`config.mk`:
```
export PLATFORM = sky130hd
export DESIGN_NAME = ovwd_decoder
export DESIGN_NICKNAME = d
export VERILOG_FILES = /design/src/pkg/ovwd_pkg.sv /design/src/logic/ovwd_decoder.sv /design/src/logic/ovwd_glyph_map.sv
export SDC_FILE = /design/constraint.sdc
export NUM_CORES = 1
export LEC_CHECK = 0
export ABC_CLOCK_PERIOD_IN_PS = 2200
export BUFFER_PORTS_ARGS = -buffer_cell sky130_fd_sc_hd__buf_2
export CELL_PAD_IN_SITES_DETAIL_PLACEMENT = 1
export CELL_PAD_IN_SITES_GLOBAL_PLACEMENT = 1
export CORE_ASPECT_RATIO = 0.6
export CORE_MARGIN = 2
export CORE_UTILIZATION = 42
export CTS_CLUSTER_SIZE = 8
export DETAILED_ROUTE_END_ITERATION = 7
export GPL_TIMING_DRIVEN = 1
export MAX_ROUTING_LAYER = met4
export PLACE_DENSITY = 0.91
export SYNTH_ARGS = -nofsm -noshare
export SYNTH_HDL_FRONTEND = slang
export SYNTH_HIERARCHICAL = 1
export SYNTH_SLANG_ARGS = --single-unit
```
`constraint.sdc`:
```
create_clock -name clock -period 2.2 [get_ports clock]
set_input_delay 0.55 -clock clock [delete_from_list [all_inputs] [get_ports clock]]
set_output_delay 0.55 -clock clock [all_outputs]
set_load 0.05 [all_outputs]
```
`src/pkg/ovwd_pkg.sv`:
```
/*
 Constants for the display-list word decoder: word layout, marker codes,
 colour codes, glyph ROM mapping and the register map.
 Assumes a Wishbone slave with 32-bit data and word-aligned byte addresses.
*/
`default_nettype none
package ovwd_pkg;
   localparam int WORD_W = 12;
   localparam int TAG_BIT = 11;
   localparam logic [10:0] MARK_PTR_RESET = 11'h5FF;
   localparam logic [10:0] MARK_LINE_END = 11'h6FF;
   localparam logic [10:0] MARK_SCREEN_END = 11'h7FF;
   localparam int COLOR_LSB = 8;
   localparam int COLOR_MSB = 10;
   localparam int INDEX_MSB = 7;
   localparam int VSIZE_LSB = 8;
   localparam int VSIZE_MSB = 11;
   localparam int VPOS_LSB = 4;
   localparam int VPOS_MSB = 7;
   localparam int HPOS_MSB = 3;
   localparam logic [15:0] GLYPH_BASE = 16'h3000;
   localparam int GLYPH_SHIFT = 5;
   localparam logic [15:0] GLYPH_LAST_OFS = 16'h001F;
   localparam int LINES_PER_SIZE = 16;
   localparam logic [3:0] VSIZE_MAX = 4'hD;
   localparam logic [7:0] ADDR_WORD = 8'h00;
   localparam logic [7:0] ADDR_CTRL = 8'h04;
   localparam logic [7:0] ADDR_KIND = 8'h08;
   localparam logic [7:0] ADDR_CHAR = 8'h0C;
   localparam logic [7:0] ADDR_LINE = 8'h10;
   localparam logic [7:0] ADDR_ATTR = 8'h14;
   localparam logic [7:0] ADDR_GLYPH = 8'h18;
   localparam logic [7:0] ADDR_POS = 8'h1C;
   localparam logic [7:0] ADDR_ORIGIN = 8'h20;
   localparam int CTRL_START_BIT = 0;

   typedef enum logic [2:0] {
      KIND_NONE = 3'b000,
      KIND_CHAR = 3'b001,
      KIND_LINE_CTRL = 3'b010,
      KIND_CHAR_CTRL = 3'b011,
      KIND_LINE_END = 3'b100,
      KIND_SCREEN_END = 3'b101,
      KIND_PTR_RESET = 3'b110
   } ovwd_kind_e;

   typedef enum logic [2:0] {
      COL_BLACK = 3'b000, COL_BLUE = 3'b001, COL_GREEN = 3'b010, COL_CYAN = 3'b011,
      COL_RED = 3'b100, COL_MAGENTA = 3'b101, COL_YELLOW = 3'b110, COL_WHITE = 3'b111
   } ovwd_color_e;
endpackage
`default_nettype wire

```
`src/logic/ovwd_decoder.sv`:
```
/*
 Display-list word decoder with a classic Wishbone register slave.
 Software writes a 12-bit word at WORD; the decoder classifies it and
 publishes the decoded fields in status registers and top-level outputs.
 Assumes one 100 MHz clock and a master that holds requests until ack.
*/
// The register offsets and the Wishbone interface to the registers were decided locally.
`timescale 1ns/1ps
`default_nettype none
module ovwd_decoder #(
   parameter int ENTRY_W = 8
) (
   input wire logic clock,
   input wire logic rst_n,
   input wire logic wb_cyc_i,
   input wire logic wb_stb_i,
   input wire logic wb_we_i,
   input wire logic [7:0] wb_adr_i,
   input wire logic [3:0] wb_sel_i,
   input wire logic [31:0] wb_dat_i,
   output logic [31:0] wb_dat_o,
   output logic wb_ack_o,
   output logic word_valid,
   output logic [2:0] word_kind,
   output logic [2:0] char_color,
   output logic [15:0] glyph_addr,
   output logic [ENTRY_W-1:0] fetch_index,
   output logic [3:0] line_vsize,
   output logic [7:0] line_height,
   output logic [3:0] line_voffset,
   output logic [3:0] line_hshift,
   output logic [10:0] char_attr,
   output logic [7:0] attr_span
);
   if (ENTRY_W < 4 || ENTRY_W > 16) begin : g_bad_entry_w
      $error("ENTRY_W out of range");
   end

   function automatic logic [7:0] height_of(input logic [3:0] v);
      height_of = 8'(ovwd_pkg::LINES_PER_SIZE * (int'(v) + 1));
   endfunction

   logic ack_q;
   logic started_q, started_d;
   logic line_start_q, line_start_d;
   logic ctrl_pend_q, ctrl_pend_d;
   logic valid_q;
   logic [2:0] kind_q, kind_d;
   logic [2:0] color_q, color_d;
   logic [15:0] glyph_q, glyph_d;
   logic [ENTRY_W-1:0] index_q, index_d;
   logic [3:0] vsize_q, vsize_d;
   logic [7:0] height_q, height_d;
   logic [3:0] voff_q, voff_d;
   logic [3:0] hshift_q, hshift_d;
   logic [10:0] attr_q, attr_d;
   logic [7:0] span_q, span_d;
   logic [7:0] pending_q, pending_d;
   logic [11:0] origin_q;
   logic [11:0] last_word_q;
   logic [31:0] rdata_q;

   wire logic req;
   wire logic wr;
   wire logic word_wr;
   wire logic [11:0] w;
   wire logic tag;
   wire logic [10:0] dfield;
   wire logic is_ptr;
   wire logic is_line_end;
   wire logic is_screen_end;
   wire logic is_line_ctrl;
   wire logic [15:0] gfirst;
   wire logic [31:0] rd_mux;

   assign req = wb_cyc_i && wb_stb_i && !ack_q;
   assign wr = req && wb_we_i && wb_sel_i[0];
   assign word_wr = wr && (wb_adr_i == ovwd_pkg::ADDR_WORD);
   // Only the low 12 bits carry a word; upper lanes are ignored.
   assign w = wb_dat_i[ovwd_pkg::WORD_W-1:0];
   assign tag = w[ovwd_pkg::TAG_BIT];
   assign dfield = w[ovwd_pkg::TAG_BIT-1:0];
   assign is_ptr = !tag && dfield == ovwd_pkg::MARK_PTR_RESET;
   assign is_line_end = !tag && dfield == ovwd_pkg::MARK_LINE_END;
   assign is_screen_end = !tag && dfield == ovwd_pkg::MARK_SCREEN_END;
   // Position decides control words, so a line control never reads as a marker.
   assign is_line_ctrl = !started_q || line_start_q;

   ovwd_glyph_map u_map (
      .index(w[ovwd_pkg::INDEX_MSB:0]),
      .first_addr(gfirst),
      .last_addr()
   );

   always_comb begin
      started_d = started_q;
      line_start_d = line_start_q;
      ctrl_pend_d = ctrl_pend_q;
      kind_d = kind_q;
      color_d = color_q;
      glyph_d = glyph_q;
      index_d = index_q + ENTRY_W'(1);
      vsize_d = vsize_q;
      height_d = height_q;
      voff_d = voff_q;
      hshift_d = hshift_q;
      attr_d = attr_q;
      span_d = span_q;
      pending_d = pending_q;
      if (is_line_ctrl) begin
         kind_d = ovwd_pkg::KIND_LINE_CTRL;
         started_d = 1'b1;
         line_start_d = 1'b0;
         vsize_d = w[ovwd_pkg::VSIZE_MSB:ovwd_pkg::VSIZE_LSB];
         height_d = height_of(vsize_d);
         voff_d = w[ovwd_pkg::VPOS_MSB:ovwd_pkg::VPOS_LSB];
         hshift_d = w[ovwd_pkg::HPOS_MSB:0];
      end else if (ctrl_pend_q) begin
         kind_d = ovwd_pkg::KIND_CHAR_CTRL;
         ctrl_pend_d = 1'b0;
         attr_d = dfield;
         span_d = pending_q;
         pending_d = 8'h00;
      end else if (is_ptr) begin
         kind_d = ovwd_pkg::KIND_PTR_RESET;
         // The list wraps to entry zero but the screen state stays.
         index_d = '0;
      end else if (is_line_end) begin
         kind_d = ovwd_pkg::KIND_LINE_END;
         line_start_d = 1'b1;
      end else if (is_screen_end) begin
         kind_d = ovwd_pkg::KIND_SCREEN_END;
         started_d = 1'b0;
         index_d = '0;
         pending_d = 8'h00;
      end else begin
         kind_d = ovwd_pkg::KIND_CHAR;
         color_d = w[ovwd_pkg::COLOR_MSB:ovwd_pkg::COLOR_LSB];
         glyph_d = gfirst;
         ctrl_pend_d = tag;
         pending_d = pending_q + 8'h01;
      end
   end

   assign rd_mux =
      (wb_adr_i == ovwd_pkg::ADDR_WORD) ? {20'h00000, last_word_q} :
      (wb_adr_i == ovwd_pkg::ADDR_CTRL) ? {29'h0, ctrl_pend_q, line_start_q, started_q} :
      (wb_adr_i == ovwd_pkg::ADDR_KIND) ? {29'h0, kind_q} :
      (wb_adr_i == ovwd_pkg::ADDR_CHAR) ? {29'h0, color_q} :
      (wb_adr_i == ovwd_pkg::ADDR_LINE) ?
         {12'h000, height_q, vsize_q, voff_q, hshift_q} :
      (wb_adr_i == ovwd_pkg::ADDR_ATTR) ? {13'h0, span_q, attr_q} :
      (wb_adr_i == ovwd_pkg::ADDR_GLYPH) ? {16'h0000, glyph_q} :
      (wb_adr_i == ovwd_pkg::ADDR_POS) ? {16'h0000, 16'(index_q)} :
      (wb_adr_i == ovwd_pkg::ADDR_ORIGIN) ? {20'h00000, origin_q} :
      32'h00000000;

   // Every access is acked one cycle after it is seen; unmapped reads give zero.
   always_ff @(posedge clock or negedge rst_n) begin
      if (!rst_n) begin
         ack_q <= 1'b0;
         rdata_q <= 32'h00000000;
         valid_q <= 1'b0;
      end else begin
         ack_q <= req;
         rdata_q <= rd_mux;
         valid_q <= word_wr;
      end
   end

   always_ff @(posedge clock or negedge rst_n) begin
      if (!rst_n) begin
         origin_q <= 12'h000;
         last_word_q <= 12'h000;
      end else begin
         if (wr && wb_adr_i == ovwd_pkg::ADDR_ORIGIN) begin
            origin_q <= wb_dat_i[11:0];
         end
         if (word_wr) begin
            last_word_q <= w;
         end
      end
   end

   // Soft restart through CTRL bit 0 forces the next word to be a line control.
   always_ff @(posedge clock or negedge rst_n) begin
      if (!rst_n) begin
         started_q <= 1'b0;
         line_start_q <= 1'b0;
         ctrl_pend_q <= 1'b0;
         index_q <= '0;
         pending_q <= 8'h00;
      end else if (wr && wb_adr_i == ovwd_pkg::ADDR_CTRL && wb_dat_i[ovwd_pkg::CTRL_START_BIT]) begin
         started_q <= 1'b0;
         line_start_q <= 1'b0;
         ctrl_pend_q <= 1'b0;
         index_q <= '0;
         pending_q <= 8'h00;
      end else if (word_wr) begin
         started_q <= started_d;
         line_start_q <= line_start_d;
         ctrl_pend_q <= ctrl_pend_d;
         index_q <= index_d;
         pending_q <= pending_d;
      end
   end

   always_ff @(posedge clock or negedge rst_n) begin
      if (!rst_n) begin
         kind_q <= ovwd_pkg::KIND_NONE;
         color_q <= 3'h0;
         glyph_q <= 16'h0000;
         vsize_q <= 4'h0;
         height_q <= 8'h00;
         voff_q <= 4'h0;
         hshift_q <= 4'h0;
         attr_q <= 11'h000;
         span_q <= 8'h00;
      end else if (word_wr) begin
         kind_q <= kind_d;
         color_q <= color_d;
         glyph_q <= glyph_d;
         vsize_q <= vsize_d;
         height_q <= height_d;
         voff_q <= voff_d;
         hshift_q <= hshift_d;
         attr_q <= attr_d;
         span_q <= span_d;
      end
   end

   assign wb_ack_o = ack_q;
   assign wb_dat_o = rdata_q;
   assign word_valid = valid_q;
   assign word_kind = kind_q;
   assign char_color = color_q;
   assign glyph_addr = glyph_q;
   assign fetch_index = index_q;
   assign line_vsize = vsize_q;
   assign line_height = height_q;
   assign line_voffset = voff_q;
   assign line_hshift = hshift_q;
   assign char_attr = attr_q;
   assign attr_span = span_q;
endmodule // ovwd_decoder
`default_nettype wire

```
`src/logic/ovwd_glyph_map.sv`:
```
/*
 Maps a glyph index to the first and last glyph_rom address of its block.
 Assumes a purely combinational use by the decoder on the same clock.
*/
`timescale 1ns/1ps
`default_nettype none
module ovwd_glyph_map (
   input wire logic [7:0] index,
   output logic [15:0] first_addr,
   output logic [15:0] last_addr
);
   wire logic [15:0] offset;
   // Each glyph owns 32 consecutive words above the base.
   assign offset = {3'h0, index, 5'h00};
   assign first_addr = ovwd_pkg::GLYPH_BASE + offset;
   assign last_addr = first_addr + ovwd_pkg::GLYPH_LAST_OFS;
endmodule // ovwd_glyph_map
`default_nettype wire

```
==> results of run 1 <==
-- sequential cells by signal (all words and copies together) (netlist names) --
| signal | cells |
|---|---|
| wb_dat_o | 20 |
| glyph_addr | 16 |
| last_word_q | 12 |
| origin_q | 12 |
| char_attr | 11 |
| attr_span | 8 |
| fetch_index | 8 |
| pending_q | 8 |
| line_height | 4 |
| line_hshift | 4 |
| line_voffset | 4 |
| line_vsize | 4 |
| char_color | 3 |
| word_kind | 3 |
| ctrl_pend_q | 1 |
| line_start_q | 1 |
| started_q | 1 |
| wb_ack_o | 1 |
| word_valid | 1 |
-- worst paths after layout --
kind,startpoint,end,slack [ns],cells past startpoint
max in group asynchronous,rst_n,wb_dat_o[19]$_DFF_PN0_,1.48,2
worst max register to register,wb_ack_o$_DFF_PN0_,pending_q[3]$_DFFE_PN0P_,0.14,6
min in group clock,wb_dat_i[9],char_color[1]$_DFFE_PN0P_,0.44,2
worst min-delay path,rst_n,last_word_q[6]$_DFFE_PN0P_,0.11,1
worst min register to register,last_word_q[10]$_DFFE_PN0P_,last_word_q[10]$_DFFE_PN0P_,0.49,2
worst max-delay path,wb_ack_o$_DFF_PN0_,pending_q[3]$_DFFE_PN0P_,0.14,6
-- layer usage --
metal	share of wire (%)	track usage, %	up-vias
met2	47	49.4	233
met3	7.2	8.21	39
met1	44	39.8	2718
met4	1.9	10.7	0
li1	-	-	2241
met5	0	-	-
-- repair_timing --
action                     CTS  global route
hold buffers                 0             0
gates resized for setup      1             1
setup buffers                0             0
setup endpoints to repair    1             1
pin swaps                    0             0
gates cloned                 0             0
-- cell type report --
type | count | share of cell area [%]
clock buffer | 21 | 6.08
clock inverter | 11 | 1.55
inverter | 9 | 0.437
multi-input combinational | 379 | 34.1
sequential | 122 | 39.5
tap | 192 | 3.11
timing repair buffer | 186 | 15.3
-- report_power, final --
part / internal, uW / switching, uW
clock network: 1750 / 1100
registers: 2250 / 6.18
logic: 107 / 263
-- metrics by stage --
stage                     util [%]  TNS [ns]  hold WS [ns]  worst slack [ns]  power (uW)
final                         56.1         0         0.110             0.141        5480
after global routing          56.1         0         0.122            0.0329        5610
after CTS                     56.0         0         0.110             0.118        5480
after detailed placement      51.7     -9.92         0.473            -0.247        2660
after global placement        51.7     -5.04         0.458            -0.153        2640
after floorplan                  -         0         0.254           0.00673        2500
-- placed cells by master, fill, tap and decap left out, types with 16 or more instances in the layout --
| cell type | count |
|---|---|
| o21ai_0 | 35 |
| mux2_2 | 42 |
| a21oi_1 | 22 |
| conb_1 | 22 |
| nor2_1 | 34 |
| dfrtp_1 | 122 |
| a22oi_1 | 16 |
| nand2_1 | 66 |
| clkbuf_16 | 17 |
| buf_2 | 111 |
| buf_4 | 70 |
-- worst max-delay path, cell delays in order, from the launching register on --
cell and delay, ns:
dfrtp_1 0.38, and3b_1 0.29, nand4_4 0.23, buf_4 0.23, a211o_1 0.41, o211ai_1 0.26, o21ai_1 0.11
==> flow_summary_export.csv, run 1 <==
group,metric,value,unit
outcome,status,"finished, final reports clean",
cells_and_area,stdcell_count,920,
clocking,cts_buffers,17,
placement,dpl-instance-area,7130,um2
timing,skew,0.00550,ns
placement,dp_cells,888,
placement,hpwl,15400,um
timing,slew_headroom,61.4,%
logic_synthesis,netlist_area,5990,um2
worst_setup_path,arrival,2.36,ns
floorplan,die_area,15300,um2
timing,fin_crit,2.06,ns
clocking,clockBufferDepth,2,
timing,fmax,486,MHz
logic_synthesis,avgSynthCellArea,11.0,um2
drt,vias,5231,
logic_synthesis,yosysWarnings,6,
clocking,clock_latency,0.43,ns
grt,antenna_found_initial,0,
worst_setup_path,crit_required,2.50,ns
floorplan,core,13800,um2
cells_and_area,drive_gt1_share,38.2,%
clocking,clock_sinks,122,
grt,grt_pass1_wl,33700,um
drt,routed_via_density,5.69,
timing,worst-slew-pin-transition,0.564,ns
drt,drtIter0Drc,413,
cells_and_area,regArea,3050,um2
grt,grt_pass1_vias,5642,
floorplan,initial_core_util,43.5,%
cells_and_area,antennaDiodeCount,0,
floorplan,die_y,96.5,um
clocking,htreeDepth,4,
worst_setup_path,cp-end-kind,"flop",
timing,setup_violations,0,
drt,drc_errors,0,
placement,portBuffers,112,
timing,hold_viol,0,
power_and_ir_drop,ir_drop,483,uV
flow_run,cap_violations,0,
worst_setup_path,critPathLaunchType,"flop",
power_and_ir_drop,cellPowerDensity,708,nW/um2
cells_and_area,stdcell_area,7730,um2
grt,grt_overflow,0,
cells_and_area,nets,770,
drt,wl_per_cell,23.9,um
clocking,path_clk_slew,0.06,ns
worst_hold_path,hp-class,"in -> async",
drt,wl,22000,um
timing,slew_violations,0,
clocking,cts-root-buf,"clkbuf_16",
floorplan,die_w,158,um
worst_setup_path,cp_max_fo,9,
timing,grt_setup_unrepaired,"no",
cells_and_area,multi_input_area,2640,um2
timing,fin_crit_sh,93.6,%
logic_synthesis,netlist_instances,547,
worst_setup_path,crit_type,"reg -> reg",
drt,drt_first_pass_iters,5,
floorplan,core.rowCount,33,
floorplan,io_pins,152,
power_and_ir_drop,power_leakage,0.00402,uW
cells_and_area,area_growth,29.1,%
clocking,cts_tree,"yes",
cells_and_area,n_fill_cell,1538,
grt,grt.total_usage,31.3,%
grt,grt_max_degree,40,
placement,place.gp.congestion,0.951,
drt,drtAntennaViolNets,0,
No activity file was read; power rests on OpenSTA's default activity.
==> run 2: changes to the inputs <==
- ABC_CLOCK_PERIOD_IN_PS: 2200 -> 1900
- clock period: 2.2 -> 1.9 ns (I/O delays scaled with it)
==> run 2 against run 1 <==
Net effect: non-clock buffer count grew 17; maximum frequency grew 4.6%; design area grew 4.1%; sequential share of layout area shrank 1.5 points; sequential power grew 16%; critical path type unchanged; clock-buffer cell count shrank 2; register-to-register slack lost 0.21 ns; via count grew 6.1%; largest power group unchanged; die area is the same; largest cell class unchanged; the run now ends with negative setup slack left; cell count grew 1.8%.
==> flow_summary_export.csv, run 2 (synthesis gave the netlist of run 1 again) <==
group,metric,value,unit
placement,hpwl,15200,um
floorplan,die_y,96.5,um
worst_setup_path,crit_type,"reg -> reg",
timing,grt_setup_unrepaired,"yes",
cells_and_area,nets,787,
worst_hold_path,hp-class,"in -> reg",
worst_setup_path,cp-endpoint,"line_voffset[0]$_DFFE_PN0P_",
floorplan,die_area,15300,um2
worst_setup_path,arrival,2.28,ns
timing,hold_viol,0,
floorplan,core,13800,um2
worst_setup_path,regToRegSetupSlack,-0.07,ns
timing,fin_crit_sh,104,%
cells_and_area,mostFrequentLayoutCells,"121 x dfrtp_1, 111 x buf_2, 79 x buf_4",
worst_setup_path,slowest_stage,"dfrtp_2",
grt,grt_pass1_wl,34700,um
flow_run,cap_violations,0,
floorplan,initial_core_util,43.5,%
drt,drtIter0Drc,582,
floorplan,io_pins,152,
worst_setup_path,r2r_cells,6,
worst_setup_path,crit_chain,"and3b_2, nand4_4, inv_4, nand2_1, buf_4, mux2_2",
power_and_ir_drop,power,6400,uW
placement,place.gp.congestion,0.892,
grt,antenna_found_initial,0,
worst_setup_path,critPathLaunchType,"flop",
power_and_ir_drop,power_leakage,0.00413,uW
drt,drc_errors,0,
clocking,clock_latency,0.43,ns
timing,skew,0.0108,ns
timing,fin_crit,1.97,ns
worst_setup_path,crit_required,2.21,ns
grt,grt_max_degree,50,
placement,portBuffers,112,
drt,wl_per_cell,25.3,um
timing,fmax,508,MHz
timing,slew_violations,0,
cells_and_area,drive_gt1_share,42.3,%
worst_setup_path,r2r-start,"wb_ack_o$_DFF_PN0_",
cells_and_area,antennaDiodeCount,0,
clocking,cts_buffers,17,
worst_setup_path,cp_max_fo,7,
timing,worst-slew-pin-transition,0.526,ns
outcome,status,"finished, violations left",
worst_setup_path,slowest_delay,0.40,ns
grt,grt.total_usage,32.2,%
cells_and_area,mostFrequentLayoutCell,"dfrtp_1",
clocking,clock_sinks,122,
timing,setup_slack,-0.0680,ns
clocking,path_clk_slew,0.06,ns
grt,grt_overflow,0,
cells_and_area,area_growth,34.3,%
drt,vias,5549,
drt,drtAntennaViolNets,0,
drt,wl,23700,um
drt,routed_via_density,5.92,
timing,slew_headroom,64.5,%
grt,grt_pass1_vias,5805,
floorplan,core.rowCount,33,
outcome,violations,"negative setup slack",
worst_setup_path,cp-startpoint,"wb_ack_o$_DFF_PN0_",
timing,setup_tns,-1.58,ns
cells_and_area,largest_reg_flops,20,
worst_setup_path,cp-end-kind,"flop",
floorplan,die_w,158,um
power_and_ir_drop,ir_drop,644,uV
clocking,clockBufferDepth,2,
clocking,cts-root-buf,"clkbuf_16",
timing,setup_violations,38,
worst_setup_path,timing.rr.end,"line_voffset[0]$_DFFE_PN0P_",
clocking,htreeDepth,4,
drt,drt_first_pass_iters,5,
clocking,cts_tree,"yes",
power_and_ir_drop,cellPowerDensity,795,nW/um2
[run 2: power breakdown]
| group | internal, uW | switching [uW] |
|---|---|---|
| sequential | 2610 | 7.19 |
| combinational | 142 | 324 |
| clock | 1970 | 1350 |
[run 2: critical path, delay by kind of cell, from the launching register on]
family,cells,cell delay (ns)
muxes,1,0.28
buffers and inverters,2,0.46
DFF,1,0.40
and+or+nand+nor,3,0.70
[run 2: timing repair]
| action | CTS | global route |
|---|---|---|
| endpoints found under the hold margin | 10 | 0 |
| gates resized for setup | 17 | 13 |
| setup endpoints to repair | 70 | 57 |
| gates cloned | 0 | 1 |
| hold buffers | 1 | 0 |
| pin swaps | 4 | 3 |
| buffers inserted | 3 | 6 |
[run 2: final cells by class]
class	count	area, um2
tap	192	240
inverter	9	41.3
timing repair buffer	203	1350
multi-input combinational	379	2780
clock buffer	19	443
fill	1507	5740
sequential	122	3050
clock inverter	13	144
[run 2: layer usage]
metal / up-vias / track usage [%] / routed length [um] / part of all wire (%)
li1: 2286 / - / - / -
met1: 2820 / 42.4 / 10200 / 43
met2: 364 / 50.0 / 10900 / 46
met3: 79 / 6.24 / 1900 / 8.0
met4: 0 / 12.4 / 784 / 3.3
met5: - / - / 0 / 0
[run 2: how the worst min path moves through the flow]
stage	startpoint	to	slack (ns)	cells past startpoint
2_1_floorplan	rst_n	attr_span[0]$_DFFE_PN0P_	0.18	0
3_3_place_gp	rst_n	wb_dat_o[4]$_DFF_PN0_	0.34	1
3_5_place_dp	rst_n	wb_dat_o[4]$_DFF_PN0_	0.35	1
4_1_cts	wb_dat_i[6]	last_word_q[6]$_DFFE_PN0P_	0.41	4
5_1_grt	wb_dat_i[1]	last_word_q[1]$_DFFE_PN0P_	0.43	4
6_report	wb_dat_i[1]	last_word_q[1]$_DFFE_PN0P_	0.42	4
[run 2: through the flow]
step	utilization (%)	setup WS, ns	hold slack, ns	instance area (um2)	instances
after floorplan	-	-0.172	0.179	6170	567
after global placement	52.7	-0.356	0.343	7260	894
after detailed placement	52.7	-0.439	0.347	7260	894
after CTS	57.6	-0.0174	0.407	7940	930
after global routing	58.4	-0.0778	0.433	8050	937
final	58.4	-0.0680	0.422	8050	937
==> run 3: changes to the inputs <==
- ABC_AREA: not set -> 1
- CORE_UTILIZATION: 42 -> 39
- PLACE_DENSITY: 0.91 -> 0.9
- TNS_END_PERCENT: not set -> 1
==> run 3 against run 2 <==
Net effect: the flow finishes with violations (negative hold slack); hold slack lost 0.42 ns; via count rose by 4.4%; clock power is 2% lower; sequential power barely moved; critical endpoint is now pending_q[2]$_DFFE_PN0P_; largest power group unchanged; global-route usage is 2.5 points lower.
==> flow_summary_export.csv, run 3 <==
group,metric,value,unit
clocking,cts_tree,"yes",
worst_setup_path,critical_path_buf_inv_count,2,
clocking,cts_buffers,17,
flow_run,cap_violations,0,
placement,hpwl,15900,um
worst_setup_path,path_delay_family,"simple AND/OR/NAND/NOR gates",
placement,portBuffers,112,
clocking,post_cts_buffers,0,
floorplan,core.rowCount,35,
cells_and_area,drive_gt1_share,27.0,%
drt,routed_via_density,5.29,
timing,hold_slack,-0.00118,ns
worst_setup_path,slowest_delay,0.38,ns
worst_hold_path,hp-class,"in -> async",
placement,place.gp.congestion,0.884,
clocking,cts-root-buf,"clkbuf_16",
cells_and_area,mostFrequentLayoutCell,"nand2_1",
timing,fin_crit,1.70,ns
outcome,violations,"negative hold slack",
clocking,holdBufCountCts,0,
drt,drc_errors,0,
floorplan,die_area,16500,um2
floorplan,die_y,100,um
logic_synthesis,netlist_area,6020,um2
timing,worst-slew-pin-transition,0.529,ns
power_and_ir_drop,power_leakage,0.00416,uW
power_and_ir_drop,ir_drop,513,uV
grt,grt_pass1_vias,6204,
worst_setup_path,crit_chain,"inv_1, nand3_1, nor2_1, buf_4, nand3_2, nand3_1, nand3_4, nand2_1, o21ai_2",
power_and_ir_drop,cellPowerDensity,811,nW/um2
clocking,clockBufferDepth,2,
worst_setup_path,cp_max_fo,15,
worst_setup_path,cpMostUsedCell,"nand3_1",
drt,drtIter0Drc,382,
cells_and_area,multi_input_area,2430,um2
worst_setup_path,critPathLaunchType,"flop",
grt,antenna_found_initial,1,
logic_synthesis,yosysWarnings,6,
outcome,status,"finished, violations left",
timing,fmax,589,MHz
worst_setup_path,slowest_stage,"dfrtp_1",
cells_and_area,stdcell_area,7680,um2
clocking,clock_latency,0.42,ns
cells_and_area,mostFrequentLayoutCells,"225 x nand2_1, 122 x dfrtp_1, 111 x buf_2",
worst_setup_path,crit_type,"reg -> reg",
drt,drt_first_pass_iters,5,
timing,fin_crit_sh,89.4,%
drt,drtAntennaViolNets,0,
drt,vias,5792,
clocking,cts_resized,0,
timing,hold_viol,1,
logic_synthesis,avgSynthCellArea,8.36,um2
placement,dpl-instance-area,7090,um2
worst_setup_path,arrival,2.00,ns
power_and_ir_drop,power,6230,uW
timing,setup_violations,0,
cells_and_area,area_growth,27.5,%
clocking,clock_sinks,122,
cells_and_area,regArea,3050,um2
timing,skew,0.00718,ns
drt,wl_per_cell,20.5,um
grt,grt_max_degree,40,
floorplan,initial_core_util,39.5,%
grt,grt.total_usage,29.7,%
worst_setup_path,cp-end-kind,"flop",
cells_and_area,largest_reg_flops,20,
clocking,path_clk_slew,0.06,ns
worst_setup_path,crit_required,2.20,ns
logic_synthesis,netlist_instances,720,
timing,slew_violations,0,
worst_setup_path,r2r_cells,9,
grt,grt_pass1_wl,35200,um
floorplan,io_pins,152,
timing,slew_headroom,64.7,%
cells_and_area,stdcell_count,1095,
timing,setup_tns,0,ns
cells_and_area,nets,934,
placement,dp_cells,1063,
floorplan,core,15200,um2
floorplan,die_w,164,um
worst_setup_path,crit_cells,9,
grt,grt_overflow,0,
cells_and_area,n_fill_cell,1891,
timing,grt_setup_unrepaired,"no",
clocking,htreeDepth,4,
drt,wl,22400,um
-- run 3: routing by layer --
layer	track usage, %	wire, um	vias to the layer above
li1	-	-	2592
met1	39.1	10000	2901
met2	44.1	10100	246
met3	9.42	1880	53
met4	8.63	465	0
met5	-	0	-
-- run 3: worst register-to-register path, stage by stage (launching register included) --
cell     delay (ns)
dfrtp_1        0.38
inv_1          0.06
nand3_1        0.06
nor2_1         0.09
buf_4          0.15
nand3_2        0.18
nand3_1        0.19
nand3_4        0.23
nand2_1        0.17
o21ai_2        0.07
-- run 3: worst paths after layout --
path                                    start                         to  slack [ns]
setup / recovery           wb_ack_o$_DFF_PN0_   pending_q[2]$_DFFE_PN0P_        0.20
hold / removal                          rst_n      wb_dat_o[5]$_DFF_PN0_      -0.001
min in group clock                   wb_stb_i         wb_ack_o$_DFF_PN0_        0.29
max in group asynchronous               rst_n  char_color[0]$_DFFE_PN0P_        1.34
hold reg to reg            wb_ack_o$_DFF_PN0_         wb_ack_o$_DFF_PN0_        0.46
setup reg to reg           wb_ack_o$_DFF_PN0_   pending_q[2]$_DFFE_PN0P_        0.20
-- run 3: layout make-up --
| cell class | instances | area share, % |
|---|---|---|
| well taps | 203 | 3.31 |
| inverters | 63 | 3.15 |
| clock buffers | 24 | 6.41 |
| diodes | 1 | 0.0326 |
| flip-flops and latches | 122 | 39.8 |
| multi-input cells | 502 | 31.7 |
| clock inverters | 7 | 1.17 |
| repair buffers | 173 | 14.4 |
-- run 3: through the flow --
step / setup slack [ns] / hold WS [ns] / utilization (%)
after CTS: 0.190 / 0.00437 / 50.4
after detailed placement: -0.168 / 0.447 / 46.5
after global routing: 0.0620 / 0.0215 / 50.4
final: 0.202 / -0.00118 / 50.4
after global placement: -0.0515 / 0.443 / 46.5
after floorplan: 0.0801 / 0.179 / -
-- run 3: report_power, final --
| part | internal (uW) | leakage [uW] | switching (uW) |
|---|---|---|---|
| logic | 88.3 | 0.00224 | 265 |
| registers | 2610 | 0.00165 | 8.18 |
| clock network | 2060 | 0.000282 | 1200 |
| total | 4750 | 0.00416 | 1470 |
